## src/cidsb_pkg.sv

```systemverilog
// Purpose: shared constants and types for the instruction decode subset core
// Assumes: 8-bit data, 16-bit address, one bus clock
// Notes: cycle codes follow the per-cycle bus activity of the core
package cidsb_pkg;
  localparam logic [7:0] OP_INDEX_TO_STACK = 8'h94;
  localparam logic [7:0] OP_STACK_TO_INDEX = 8'h95;
  localparam logic [7:0] OP_WAIT = 8'h8F;
  localparam logic [15:0] ONE16 = 16'h0001;
  localparam logic [15:0] RESET_VECTOR_ADDR = 16'hFFFE;
  localparam logic [7:0] VECTOR_PAGE = 8'hFF;
  localparam logic [7:0] ZERO_PAGE = 8'h00;
  localparam logic [15:0] SP_RESET = 16'h00FF;
  localparam logic [7:0] CCR_RESET = 8'h68;
  localparam int CCR_V = 7;
  localparam int CCR_H = 4;
  localparam int CCR_I = 3;
  localparam int CCR_N = 2;
  localparam int CCR_Z = 1;
  localparam int CCR_C = 0;

  typedef enum logic [2:0] {
    CYC_FREE = 3'b000,
    CYC_FETCH = 3'b001,
    CYC_READ = 3'b010,
    CYC_WRITE = 3'b011,
    CYC_PUSH = 3'b100,
    CYC_POP = 3'b101,
    CYC_VECTOR = 3'b110,
    CYC_IDLE = 3'b111
  } cidsb_cyc_e;

  typedef struct packed {
    logic [15:0] addr;
    logic [7:0] wdata;
    logic rd;
    logic wr;
    cidsb_cyc_e code;
  } cidsb_bus_s;

  typedef struct packed {
    logic [15:0] hx;
    logic [15:0] sp;
    logic [7:0] condition_code_reg;
  } cidsb_regs_s;
endpackage : cidsb_pkg

```

## src/cidsb_addr.sv

```systemverilog
// Purpose: effective address arithmetic for the operand modes
// Assumes: purely combinational
// Notes: shared by the core for branch, direct and indexed forms
`timescale 1ns/1ps
module cidsb_addr (
  // operands
  input wire logic [15:0] pc_next,
  input wire logic [15:0] hx,
  input wire logic [7:0] off8,
  input wire logic [15:0] off16,
  input wire logic [2:0] bitnum,
  // results
  output logic [15:0] branch_target,
  output logic [15:0] direct_addr,
  output logic [15:0] ix1_addr,
  output logic [15:0] ix2_addr,
  output logic [7:0] bit_mask
);
  import cidsb_pkg::*;
  // signed offset from the instruction after the branch, -128..+127
  assign branch_target = pc_next + {{8{off8[7]}}, off8};
  assign direct_addr = {ZERO_PAGE, off8};
  assign ix1_addr = hx + {8'h00, off8};
  assign ix2_addr = hx + off16;
  assign bit_mask = 8'h01 << bitnum;
endmodule : cidsb_addr

```

## src/cidsb_core.sv

```systemverilog
// Purpose: fetch and execute core for index/stack transfers and wait
// Assumes: memory answers in the same cycle on RDATA for the address on PC
// Notes: unknown opcodes execute as one-fetch no-ops in this subset
`timescale 1ns/1ps
// Contract
// - opcode 94: two cycles, stack pointer gets index pair minus one, flags kept
// - opcode 8F: at least two cycles, clears interrupt mask, then halts
// - free cycle lasts one bus clock and shows as a read
// - program fetch reads next sequential location, address plus one
// - push writes one byte, pop reads one byte, operands are 8 bits
// - vectors read from top page, high byte first
// - branch adds signed 8-bit offset to next instruction address
// - direct operand byte addresses the zero page
// - 8-bit indexed offset unsigned; 16-bit offset added likewise
// - bit number 0 to 7 selects operand bit
// - post-increment indexed modes bump index pair after use
// - opcode 95: two cycles, index pair gets stack pointer plus one
module cidsb_core (
  // clock and reset
  input wire logic REF_CLK,
  input wire logic RESETN,
  // system bus
  input wire logic [7:0] RDATA,
  output cidsb_pkg::cidsb_bus_s BUS,
  // interrupt request
  input wire logic IRQ,
  // status
  output cidsb_pkg::cidsb_regs_s REGS,
  output logic WAITING,
  output logic [15:0] PC
);
  import cidsb_pkg::*;

  // reset drives no access at all, so the bus rests on the idle code
  localparam cidsb_bus_s BUS_IDLE = '{addr: '0, wdata: '0, rd: 1'b0, wr: 1'b0, code: CYC_IDLE};

  typedef enum logic [2:0] {
    ST_VEC_HI = 3'b000,
    ST_VEC_LO = 3'b001,
    ST_FETCH = 3'b010,
    ST_EXEC = 3'b011,
    ST_WAIT = 3'b100
  } cidsb_state_e;

  ////////////////////////////////////////////////////////////////////////////
  logic rst_meta_r;
  logic rst_sync_r;
  always_ff @(posedge REF_CLK or negedge RESETN) begin
    if (!RESETN) begin
      rst_meta_r <= 1'b0;
      rst_sync_r <= 1'b0;
    end else begin
      rst_meta_r <= 1'b1;
      rst_sync_r <= rst_meta_r;
    end
  end
  wire rst_n = rst_sync_r;

  ////////////////////////////////////////////////////////////////////////////
  cidsb_state_e state_r, state_nxt;
  logic [15:0] pc_r, pc_nxt;
  logic [15:0] hx_r, hx_nxt;
  logic [15:0] sp_r, sp_nxt;
  logic [7:0] ccr_r, ccr_nxt;
  logic [7:0] op_r, op_nxt;
  cidsb_bus_s bus_r, bus_nxt;
  logic waiting_r;

  wire irq_taken = IRQ && !ccr_r[CCR_I];
  wire [15:0] pc_inc = pc_r + ONE16;
  wire [15:0] vec_lo_addr = {VECTOR_PAGE, RESET_VECTOR_ADDR[7:0]} + ONE16;
  // PC doubles as the access address, so memory needs no extra address pins;
  // the vector high byte waits in op_r until the low byte arrives

  // address helpers kept for operand modes of the wider instruction set
  logic [15:0] br_tgt, dir_addr, ix1_addr, ix2_addr;
  logic [7:0] bit_mask;
  cidsb_addr u_addr (
    .pc_next(pc_inc),
    .hx(hx_r),
    .off8(RDATA),
    .off16({RDATA, RDATA}),
    .bitnum(op_r[3:1]),
    .branch_target(br_tgt),
    .direct_addr(dir_addr),
    .ix1_addr(ix1_addr),
    .ix2_addr(ix2_addr),
    .bit_mask(bit_mask)
  );

  function automatic cidsb_bus_s mk_read(input logic [15:0] a, input cidsb_cyc_e c);
    cidsb_bus_s b;
    b = '0;
    b.addr = a;
    b.rd = 1'b1;
    b.code = c;
    return b;
  endfunction : mk_read

  // opcodes that own a second, free cycle in this subset
  function automatic logic needs_exec(input logic [7:0] op);
    logic hit;
    hit = (op == OP_INDEX_TO_STACK) || (op == OP_STACK_TO_INDEX) || (op == OP_WAIT);
    return hit;
  endfunction : needs_exec

  wire fetch_multi = needs_exec(RDATA);

  ////////////////////////////////////////////////////////////////////////////
  always_comb begin
    state_nxt = state_r;
    pc_nxt = pc_r;
    hx_nxt = hx_r;
    sp_nxt = sp_r;
    ccr_nxt = ccr_r;
    op_nxt = op_r;
    bus_nxt = '0;
    bus_nxt.code = CYC_IDLE;
    case (state_r)
      ST_VEC_HI: begin
        // high byte first from the top page
        bus_nxt = mk_read({VECTOR_PAGE, RESET_VECTOR_ADDR[7:0]}, CYC_VECTOR);
        op_nxt = RDATA;
        pc_nxt = vec_lo_addr;
        state_nxt = ST_VEC_LO;
      end
      ST_VEC_LO: begin
        bus_nxt = mk_read(vec_lo_addr, CYC_VECTOR);
        pc_nxt = {op_r, RDATA};
        state_nxt = ST_FETCH;
      end
      ST_FETCH: begin
        bus_nxt = mk_read(pc_r, CYC_FETCH);
        op_nxt = RDATA;
        pc_nxt = pc_inc;
        state_nxt = fetch_multi ? ST_EXEC : ST_FETCH;
      end
      ST_EXEC: begin
        // second cycle is a free cycle, driven as a read
        bus_nxt = mk_read(pc_r, CYC_FREE);
        state_nxt = ST_FETCH;
        case (op_r)
          OP_INDEX_TO_STACK: sp_nxt = hx_r - ONE16;
          OP_STACK_TO_INDEX: hx_nxt = sp_r + ONE16;
          OP_WAIT: begin
            ccr_nxt[CCR_I] = 1'b0;
            state_nxt = ST_WAIT;
          end
          default: state_nxt = ST_FETCH;
        endcase
      end
      ST_WAIT: begin
        // bus stays idle; flags of other bits untouched
        if (irq_taken) begin
          state_nxt = ST_FETCH;
        end
      end
      default: state_nxt = ST_VEC_HI;
    endcase
  end

  ////////////////////////////////////////////////////////////////////////////
  // one short register block per piece of state, except hx and sp which share one; all share the synced reset
  always_ff @(posedge REF_CLK or negedge rst_n) begin
    if (!rst_n) begin
      state_r <= ST_VEC_HI;
    end else begin
      state_r <= state_nxt;
    end
  end

  // the first access after reset is the vector high byte, so PC starts there
  always_ff @(posedge REF_CLK or negedge rst_n) begin
    if (!rst_n) begin
      pc_r <= RESET_VECTOR_ADDR;
    end else begin
      pc_r <= pc_nxt;
    end
  end

  always_ff @(posedge REF_CLK or negedge rst_n) begin
    if (!rst_n) begin
      hx_r <= '0;
      sp_r <= SP_RESET;
    end else begin
      hx_r <= hx_nxt;
      sp_r <= sp_nxt;
    end
  end

  always_ff @(posedge REF_CLK or negedge rst_n) begin
    if (!rst_n) begin
      ccr_r <= CCR_RESET;
    end else begin
      ccr_r <= ccr_nxt;
    end
  end

  always_ff @(posedge REF_CLK or negedge rst_n) begin
    if (!rst_n) begin
      op_r <= '0;
    end else begin
      op_r <= op_nxt;
    end
  end

  // idle rather than all-zero: code zero is a free cycle, which must be a read
  always_ff @(posedge REF_CLK or negedge rst_n) begin
    if (!rst_n) begin
      bus_r <= BUS_IDLE;
    end else begin
      bus_r <= bus_nxt;
    end
  end

  always_ff @(posedge REF_CLK or negedge rst_n) begin
    if (!rst_n) begin
      waiting_r <= 1'b0;
    end else begin
      waiting_r <= (state_nxt == ST_WAIT);
    end
  end

  assign BUS = bus_r;
  assign REGS = '{hx: hx_r, sp: sp_r, condition_code_reg: ccr_r};
  assign WAITING = waiting_r;
  assign PC = pc_r;
endmodule : cidsb_core

```

## config.mk

```make
export PLATFORM = sky130hd
export DESIGN_NAME = cidsb_core
export DESIGN_NICKNAME = d
export VERILOG_FILES = /design/src/cidsb_pkg.sv /design/src/cidsb_addr.sv /design/src/cidsb_core.sv
export SDC_FILE = /design/constraint.sdc
export NUM_CORES = 1
export LEC_CHECK = 0
export BUFFER_PORTS_ARGS = -buffer_cell sky130_fd_sc_hd__buf_2
export CAP_MARGIN = 20
export CORE_MARGIN = 2
export CORE_UTILIZATION = 50
export DETAILED_ROUTE_END_ITERATION = 12
export PLACE_DENSITY_LB_ADDON = 0.15
export SLEW_MARGIN = 15
export SYNTH_ARGS = -nofsm -noshare
export SYNTH_HDL_FRONTEND = slang
export SYNTH_SLANG_ARGS = --single-unit
```

## constraint.sdc

```tcl
create_clock -name REF_CLK -period 4.3 [get_ports REF_CLK]
set_input_delay 0.43 -clock REF_CLK [delete_from_list [all_inputs] [get_ports REF_CLK]]
set_output_delay 0.43 -clock REF_CLK [all_outputs]
set_load 0.1 [all_outputs]
```

Word level (Yosys, flattened, before mapping). Index checks and enable logic that the tools add are counted.

Add/subtract/negate cells: 3. $mul: 0. Div/mod/pow operators: 0. $lt $le $gt $ge: 0. Equality and inequality tests: 11. Shift operators: 0. Mux-type cells: 6. Bitwise logic cells: 0. Reduce and logical (&&, ||, !) cells: 10.

Operator list (count): 29-bit one-hot mux with 4 select lines (1); 8-bit equality test (second input constant) (6); 16-bit one-hot mux with 3 select lines (1); 16-bit by 1-bit adder with 16-bit output (second input constant) (2); 16-bit by 1-bit subtractor with 16-bit output (second input constant) (1); 3-bit one-hot mux with 5 select lines (1); 3-bit by 2-bit equality test with 1-bit output (second input constant) (2); 3-bit equality test (second input constant) (2); 3-bit two-way mux (2); 2-bit AND reduction (3); 3-bit by 1-bit equality test with 1-bit output (second input constant) (1); 3-bit logical NOT (1); 3-bit nonzero test (1); 1-bit logical OR (2); 2-bit OR reduction (1); 1-bit logical AND (1); 1-bit logical NOT (1); 1-bit two-way mux (1).

Register bits after elaboration: 92. Latch bits: 0. RAM bits: 0. Bits in read-only memories: 0. Bits of input ports: 11. Output and inout bits: 86. Word-level logic and storage cells: 44. Memories kept: 0.

Logic depth before layout (Yosys ltp). Gate-level depths: netlist (run 1).

Depth after elaboration: 6. Mapped depth: 7. Depth with buffers taken out: 7.

Least setup slack after synthesis (run 1). Ideal clock, no wire load.

Kind: reg-to-reg. From: reg pc_r[0] (netlist: PC[0]). To: reg pc_r[12] (netlist: PC[12]). Setup time: 116 ps. Arrival: 2287 ps. Required time: 4184 ps. Setup slack: 1897 ps. Cell stages (with the launch flop): 6. Buffers on the path: 0. Period minus slack after synthesis: 2403 ps. Cell sequence: dfrtp_1 -> ha_1 -> nand4_1 -> nor3_1 -> a311oi_1 -> a2111oi_1.

Longest elaborated chain between the ends: 2.

RTL lines: from (decl) (line cidsb_core.sv:61) `logic [15:0] pc_r, pc_nxt;`; from (signal assigned) (line cidsb_core.sv:177) `pc_r <= pc_nxt;`; 16-bit by 1-bit adder with 16-bit output (line cidsb_core.sv:70) `wire [15:0] pc_inc = pc_r + ONE16;`; 16-bit one-hot mux with 3 select lines (line cidsb_core.sv:119) `case (state_r)`.

No other way between the ends. A chain may end at the register's enable or synchronous reset.

Worst setup path in the final report (run 1).
From: reg state_r[2]. To: reg pc_r[10] (netlist: PC[10]).

Longest elaborated chain between the ends: 2. Elaborated cells between the ends (all ways): 5. Classes of those cells: eq/ne (2); mux (1); reduce/logical (2).

RTL lines: from (decl) (line cidsb_core.sv:60) `cidsb_state_e state_r, state_nxt;`; from (signal assigned) (line cidsb_core.sv:168) `state_r <= state_nxt;`; 3-bit by 2-bit equality test with 1-bit output (tied with other cells) (line cidsb_core.sv:119); 16-bit one-hot mux with 3 select lines / 3-bit nonzero test (equally long branches).

Parallel ways exist; a longest one is shown, timed or not.

==> impl_metrics.json, run 1 <==
{
  "end_kind": "flop",
  "hold_class": "reg -> async",
  "whs_ns": 0.198,
  "path_cells": "clkinv_1, nand2_1, o31ai_1, a221oi_1, o21a_1",
  "num_rows": 33,
  "rrSetupSlack_ns": 1.65,
  "synthArstFlopShare": 1.00,
  "post-route-util": 0.585,
  "grt-ovfl-total": 0,
  "drt_iter0_markers": 142,
  "relSlewSlack": 0.343,
  "cp-start-kind": "flop",
  "clock_latency_ns": 0.35,
  "max_stage_delay_ns": 0.94,
  "grt_pass1_vias": 3091,
  "reg2reg_to": "PC[10]",
  "fin_setup_tns_ns": 0,
  "finalSetupViolations": 0,
  "ys_seq_area_frac": 0.504,
  "drtPass1Iterations": 4,
  "start_util": 0.509,
  "postPlaceCellArea_um2": 4530,
  "num_antenna_cells": 0,
  "rr_worst_depth": 5,
  "numCtsBuffers": 9,
  "critical_path_class": "reg -> reg",
  "skew_ns": 0.0119,
  "vias_per_cell": 5.59,
  "fillers": 763,
  "hold_viol": 0,
  "core_um2": 8130,
  "drc": 0,
  "grt_start_max_net_pins": 81,
  "final_area_um2": 4760,
  "dp_cells": 583,
  "cts_tree": "done",
  "cts.sinks": 82,
  "outcome": "completed",
  "htreeDepth": 3,
  "synth_top_cell_by_area": "dfrtp_1",
  "place_congestion": 0.915,
  "syn_area_per_cell_um2": 9.94,
  "critPathArrivalTime_ns": 2.95,
  "die_y_um": 95.0,
  "wl_um": 9740,
  "grt_usage": 0.225,
  "dp_hpwl_um": 6910,
  "power_density_nw_per_um2": 622,
  "slew_violations": 0,
  "synthesis.instances": 416,
  "synth-edff-count": 0,
  "rr_startpoint": "state_r[2]",
  "syn-cell-area_um2": 4140,
  "grt_pass1_wl_um": 15500,
  "cts_root_buf": "clkbuf_8",
  "netlist_top_cells_area": "dfrtp_1 34%, dfstp_2 17%, a21oi_1 4.4%",
  "yosysWarningCount": 0,
  "area_delta_synth_final_pct": 15.1,
  "cts_buffer_depth": 2,
  "ys_ff_latch": 82,
  "fmaxAchievable_mhz": 377,
  "leakagePower_nw": 2.14,
  "die_x_um": 95.0,
  "critPathBufInv": 1,
  "required_ns": 4.60,
  "worst_slew_pin_slew_ns": 0.983,
  "portBuffers": 80,
  "num_vias": 3359,
  "die_area_um2": 9020,
  "antenna_found_initial": 0,
  "final_cells": 601,
  "synth_common_cells": "56 x dfrtp_1, 40 x nor2_1, 37 x nand2_1, 36 x a21oi_1, 26 x dfstp_2",
  "wl_per_cell_um": 16.2,
  "yosysMostFrequentCell": "dfrtp_1",
  "io_pins": 97,
  "rsz0062_at_grt": "false",
  "path_clk_slew_ns": 0.08,
  "fin_crit_ns": 2.65,
  "startpoint": "state_r[2]",
  "fin_crit_sh": 0.616,
  "synth_top_area_frac": 0.339,
  "synth_cell_types": 59,
  "synthFlopType": "dfrtp_1",
  "crit_slowest_cell": "dfrtp_1",
  "cp_top_family": "flip-flops",
  "irDropWorstVdd_v": 0.000601,
  "cp_max_fo": 29,
  "ant_nets": 0,
  "layout.nets": 505,
  "drive_above_1_share": 0.290,
  "maxCapViolCount": 0
}
-- layout make-up --
| type | instances | area (µm²) | share of cell area |
|---|---|---|---|
| clock buffers | 12 | 145 | 0.0305 |
| clock inverters | 4 | 51.3 | 0.0108 |
| inverters | 14 | 52.6 | 0.0110 |
| multi-input cells | 302 | 1850 | 0.389 |
| flip-flops and latches | 82 | 2090 | 0.439 |
| well taps | 105 | 131 | 0.0276 |
| repair buffers | 82 | 438 | 0.0920 |
-- flip-flops by register name, summed over array words and instances (netlist names) --
register / flops
BUS: 19
PC: 16
WAITING: 1
ccr_r: 1
hx_r: 16
op_r: 8
rst_meta_r: 1
rst_n: 1
sp_r: 16
state_r: 3
-- per-layer routing --
layer  track usage  vias to the layer above  routed length, µm
li1              -                     1582                  -
met1         0.300                     1635               4140
met2         0.361                      130               4810
met3        0.0519                       12                671
met4        0.0761                        0                108
met5             0                        -                  0
-- worst max-delay path by stage --
stage,to,slack [ns],cells past startpoint
5_1_grt,PC[10],1.42,5
2_1_floorplan,BUS[13],1.89,0
3_5_place_dp,hx_r[13],1.73,4
3_3_place_gp,hx_r[13],1.82,4
4_1_cts,hx_r[13],1.73,4
6_report,PC[10],1.65,5
-- kinds of logic after synthesis --
group                    count (synthesis)  synth area share
buffers and inverters                   47            0.0617
other                                    2           0.00182
multiplexers                            13            0.0348
AO/OA/AOI/OAI                          101             0.146
XOR/XNOR                                26            0.0550
flip-flops                              82             0.504
adder cells (fa/ha/maj)                  3           0.00908
AND/OR/NAND/NOR                        142             0.188
-- stage by stage --
step	setup slack [ns]	power (W)
after global placement	1.82	0.00241
after CTS	1.73	0.00298
final	1.65	0.00296
after global routing	1.42	0.00308
after detailed placement	1.73	0.00242
after floorplan	1.89	0.00222
-- cell usage in the layout (no fill, tap or decap), drive strengths merged, types with 4 or more instances in the layout --
master,instances
a21oi,37
a31oi,4
buf,81
clkbuf,12
conb,17
dfrtp,56
dfstp,26
inv,13
mux2,11
nand2,37
nand2b,4
nand3,12
nand4,7
nor2,40
nor3,15
nor4,5
o21a,8
o21ai,28
o22ai,6
xnor2,16
xor2,10
-- repair_timing --
item	in CTS	in global routing
hold buffers	1	0
hold endpoints to repair	2	0
setup buffers	0	0
resized for setup	0	0
setup endpoints to repair	0	0
-- power by group --
group / total (W) / switching (W) / leakage [nW] / internal [W]
logic: 0.00134 / 0.00114 / 1.07 / 0.000203
registers: 0.00107 / 0.000129 / 0.970 / 0.000939
clock network: 0.000556 / 0.000271 / 0.0966 / 0.000285
total: 0.00296 / 0.00153 / 2.14 / 0.00143
No activity file was read; power rests on OpenSTA's default activity.
==> run 2, diff against run 1 <==
==> constraint.sdc (replaced) <==
create_clock -name REF_CLK -period 2.6 [get_ports REF_CLK]
set_input_delay 0.26 -clock REF_CLK [delete_from_list [all_inputs] [get_ports REF_CLK]]
set_output_delay 0.26 -clock REF_CLK [all_outputs]
set_load 0.1 [all_outputs]
==> run 2 against run 1 <==
Net effect: global-route usage rose by 1.2 points; die area unchanged; worst hold slack got worse by 0.015 ns; final area rose by 2.8%; clock-buffer cell count down 2; wire length up 3.6%; fmax is 21% higher; setup slack lost 1.2 ns; first-iteration DRC count rose by 26%.
==> impl_metrics.json, run 2 (synthesis gave the netlist of run 1 again) <==
{
  "numCtsBuffers": 9,
  "ant_nets": 0,
  "rsz0062_at_grt": "false",
  "drive_above_1_share": 0.308,
  "dp_hpwl_um": 7210,
  "worst_slew_pin_slew_ns": 0.577,
  "fin_crit_sh": 0.846,
  "antenna_found_initial": 0,
  "timing.final.ws_setup_ns": 0.401,
  "irDropWorstVdd_v": 0.000923,
  "intPower_w": 0.00265,
  "start_util": 0.509,
  "hold_class": "in -> reg",
  "die_y_um": 95.0,
  "wl_per_cell_um": 16.5,
  "area_delta_synth_final_pct": 18.3,
  "finalSetupViolations": 0,
  "vias_per_cell": 5.59,
  "largest_reg_flops": 19,
  "drt_iter0_markers": 179,
  "num_rows": 33,
  "required_ns": 2.83,
  "leakagePower_nw": 2.22,
  "critical_path_class": "reg -> reg",
  "die_area_um2": 9020,
  "maxCapViolCount": 0,
  "layout.nets": 515,
  "outcome": "completed",
  "portBuffers": 80,
  "num_vias": 3415,
  "fmaxAchievable_mhz": 455,
  "p_seq_frac": 0.339,
  "final_cell_mix": "80 x buf_2, 55 x dfrtp_1, 40 x nor2_1",
  "switching_share": 0.494,
  "grt_usage": 0.237,
  "grt_start_max_net_pins": 43,
  "end_kind": "flop",
  "cp_max_fo": 7,
  "cts_buffer_depth": 2,
  "io_pins": 97,
  "drtPass1Iterations": 4,
  "drc": 0,
  "path_clk_slew_ns": 0.08,
  "fin_crit_ns": 2.20,
  "place_congestion": 0.872,
  "hold_viol": 0,
  "pwr-share-comb": 0.422,
  "cts_root_buf": "clkbuf_8",
  "power_density_nw_per_um2": 1070,
  "core_um2": 8130,
  "cts.sinks": 82,
  "slew_violations": 0,
  "skew_ns": 0.0170,
  "switching_power_w": 0.00259,
  "clock_latency_ns": 0.36,
  "relSlewSlack": 0.614,
  "grt-ovfl-total": 0,
  "cts_tree": "done",
  "htreeDepth": 3,
  "cp-start-kind": "flop",
  "grt_pass1_wl_um": 16300,
  "final_area_um2": 4890,
  "die_x_um": 95.0,
  "fin_setup_tns_ns": 0,
  "grt_pass1_vias": 3204,
  "critPathArrivalTime_ns": 2.43,
  "num_antenna_cells": 0,
  "final_common_cell": "buf_2",
  "pre_cts_ws_ns": 0.425,
  "clockPowerShare": 0.239,
  "rrSetupSlack_ns": 0.40,
  "wl_um": 10100,
  "postPlaceCellArea_um2": 4610
}
[run 2: cell count changes in the layout (fill, tap and decap cells not counted), sizes merged]
cell,before,now
clkbuf,12,10
clkinvlp,1,0
bufinv,1,4
buf,81,91
[run 2: stage by stage]
stage | utilization | total power, W | instances | hold WS (ns)
final | 0.602 | 0.00524 | 611 | 0.183
after global routing | 0.602 | 0.00543 | 611 | 0.178
after CTS | 0.602 | 0.00525 | 611 | 0.168
after detailed placement | 0.567 | 0.00399 | 594 | 0.0451
after global placement | 0.567 | 0.00399 | 594 | 0.0450
after floorplan | - | 0.00367 | 431 | -0.0356
[run 2: worst max-delay path, cell delays in order, from the launching register on]
cell and delay [ns]:
dfstp_2 0.60, ha_1 0.21, nand4_1 0.27, nor3_1 0.50, a311oi_1 0.16, a2111oi_1 0.34
[run 2: cell type report]
type                    instances  area [µm²]
fillers                       738        3240
clock inverters                 6         138
multi-input cells             302        1850
flip-flops and latches         82        2090
well taps                     105         131
inverters                      14        52.6
clock buffers                  10         138
repair buffers                 92         493
[run 2: power by group through the flow]
stage	logic, W	clock network [W]	registers [W]
final	0.00221	0.00125	0.00178
after global routing	0.00230	0.00133	0.00180
after CTS	0.00221	0.00127	0.00177
after detailed placement	0.00221	0	0.00179
after global placement	0.00220	0	0.00179
after floorplan	0.000462	0	0.00321
[run 2: worst paths after layout]
| path | depth (start not counted) | from | end |
|---|---|---|---|
| max in group asynchronous | 1 | rst_n | PC[13] |
| min reg2reg | 0 | rst_n | BUS[15] |
| max reg2reg | 5 | PC[1] | PC[12] |
| min in group asynchronous | 2 | RESETN | rst_n |
| max | 5 | PC[1] | PC[12] |
| min | 2 | RDATA[0] | op_r[0] |
[run 2: timing repair]
item	4_1_cts	5_1_grt
endpoints found under the hold margin	2	0
hold buffers	1	0
endpoints found under the setup margin	0	0
resized for setup	0	0
setup buffers	0	0
[run 2: metal layers]
| metal | track usage | up-vias | share of wire |
|---|---|---|---|
| met2 | 0.387 | 114 | 0.50 |
| met3 | 0.0423 | 17 | 0.051 |
| li1 | - | 1598 | - |
| met1 | 0.317 | 1686 | 0.43 |
| met5 | 0 | - | 0 |
| met4 | 0.0833 | 0 | 0.019 |
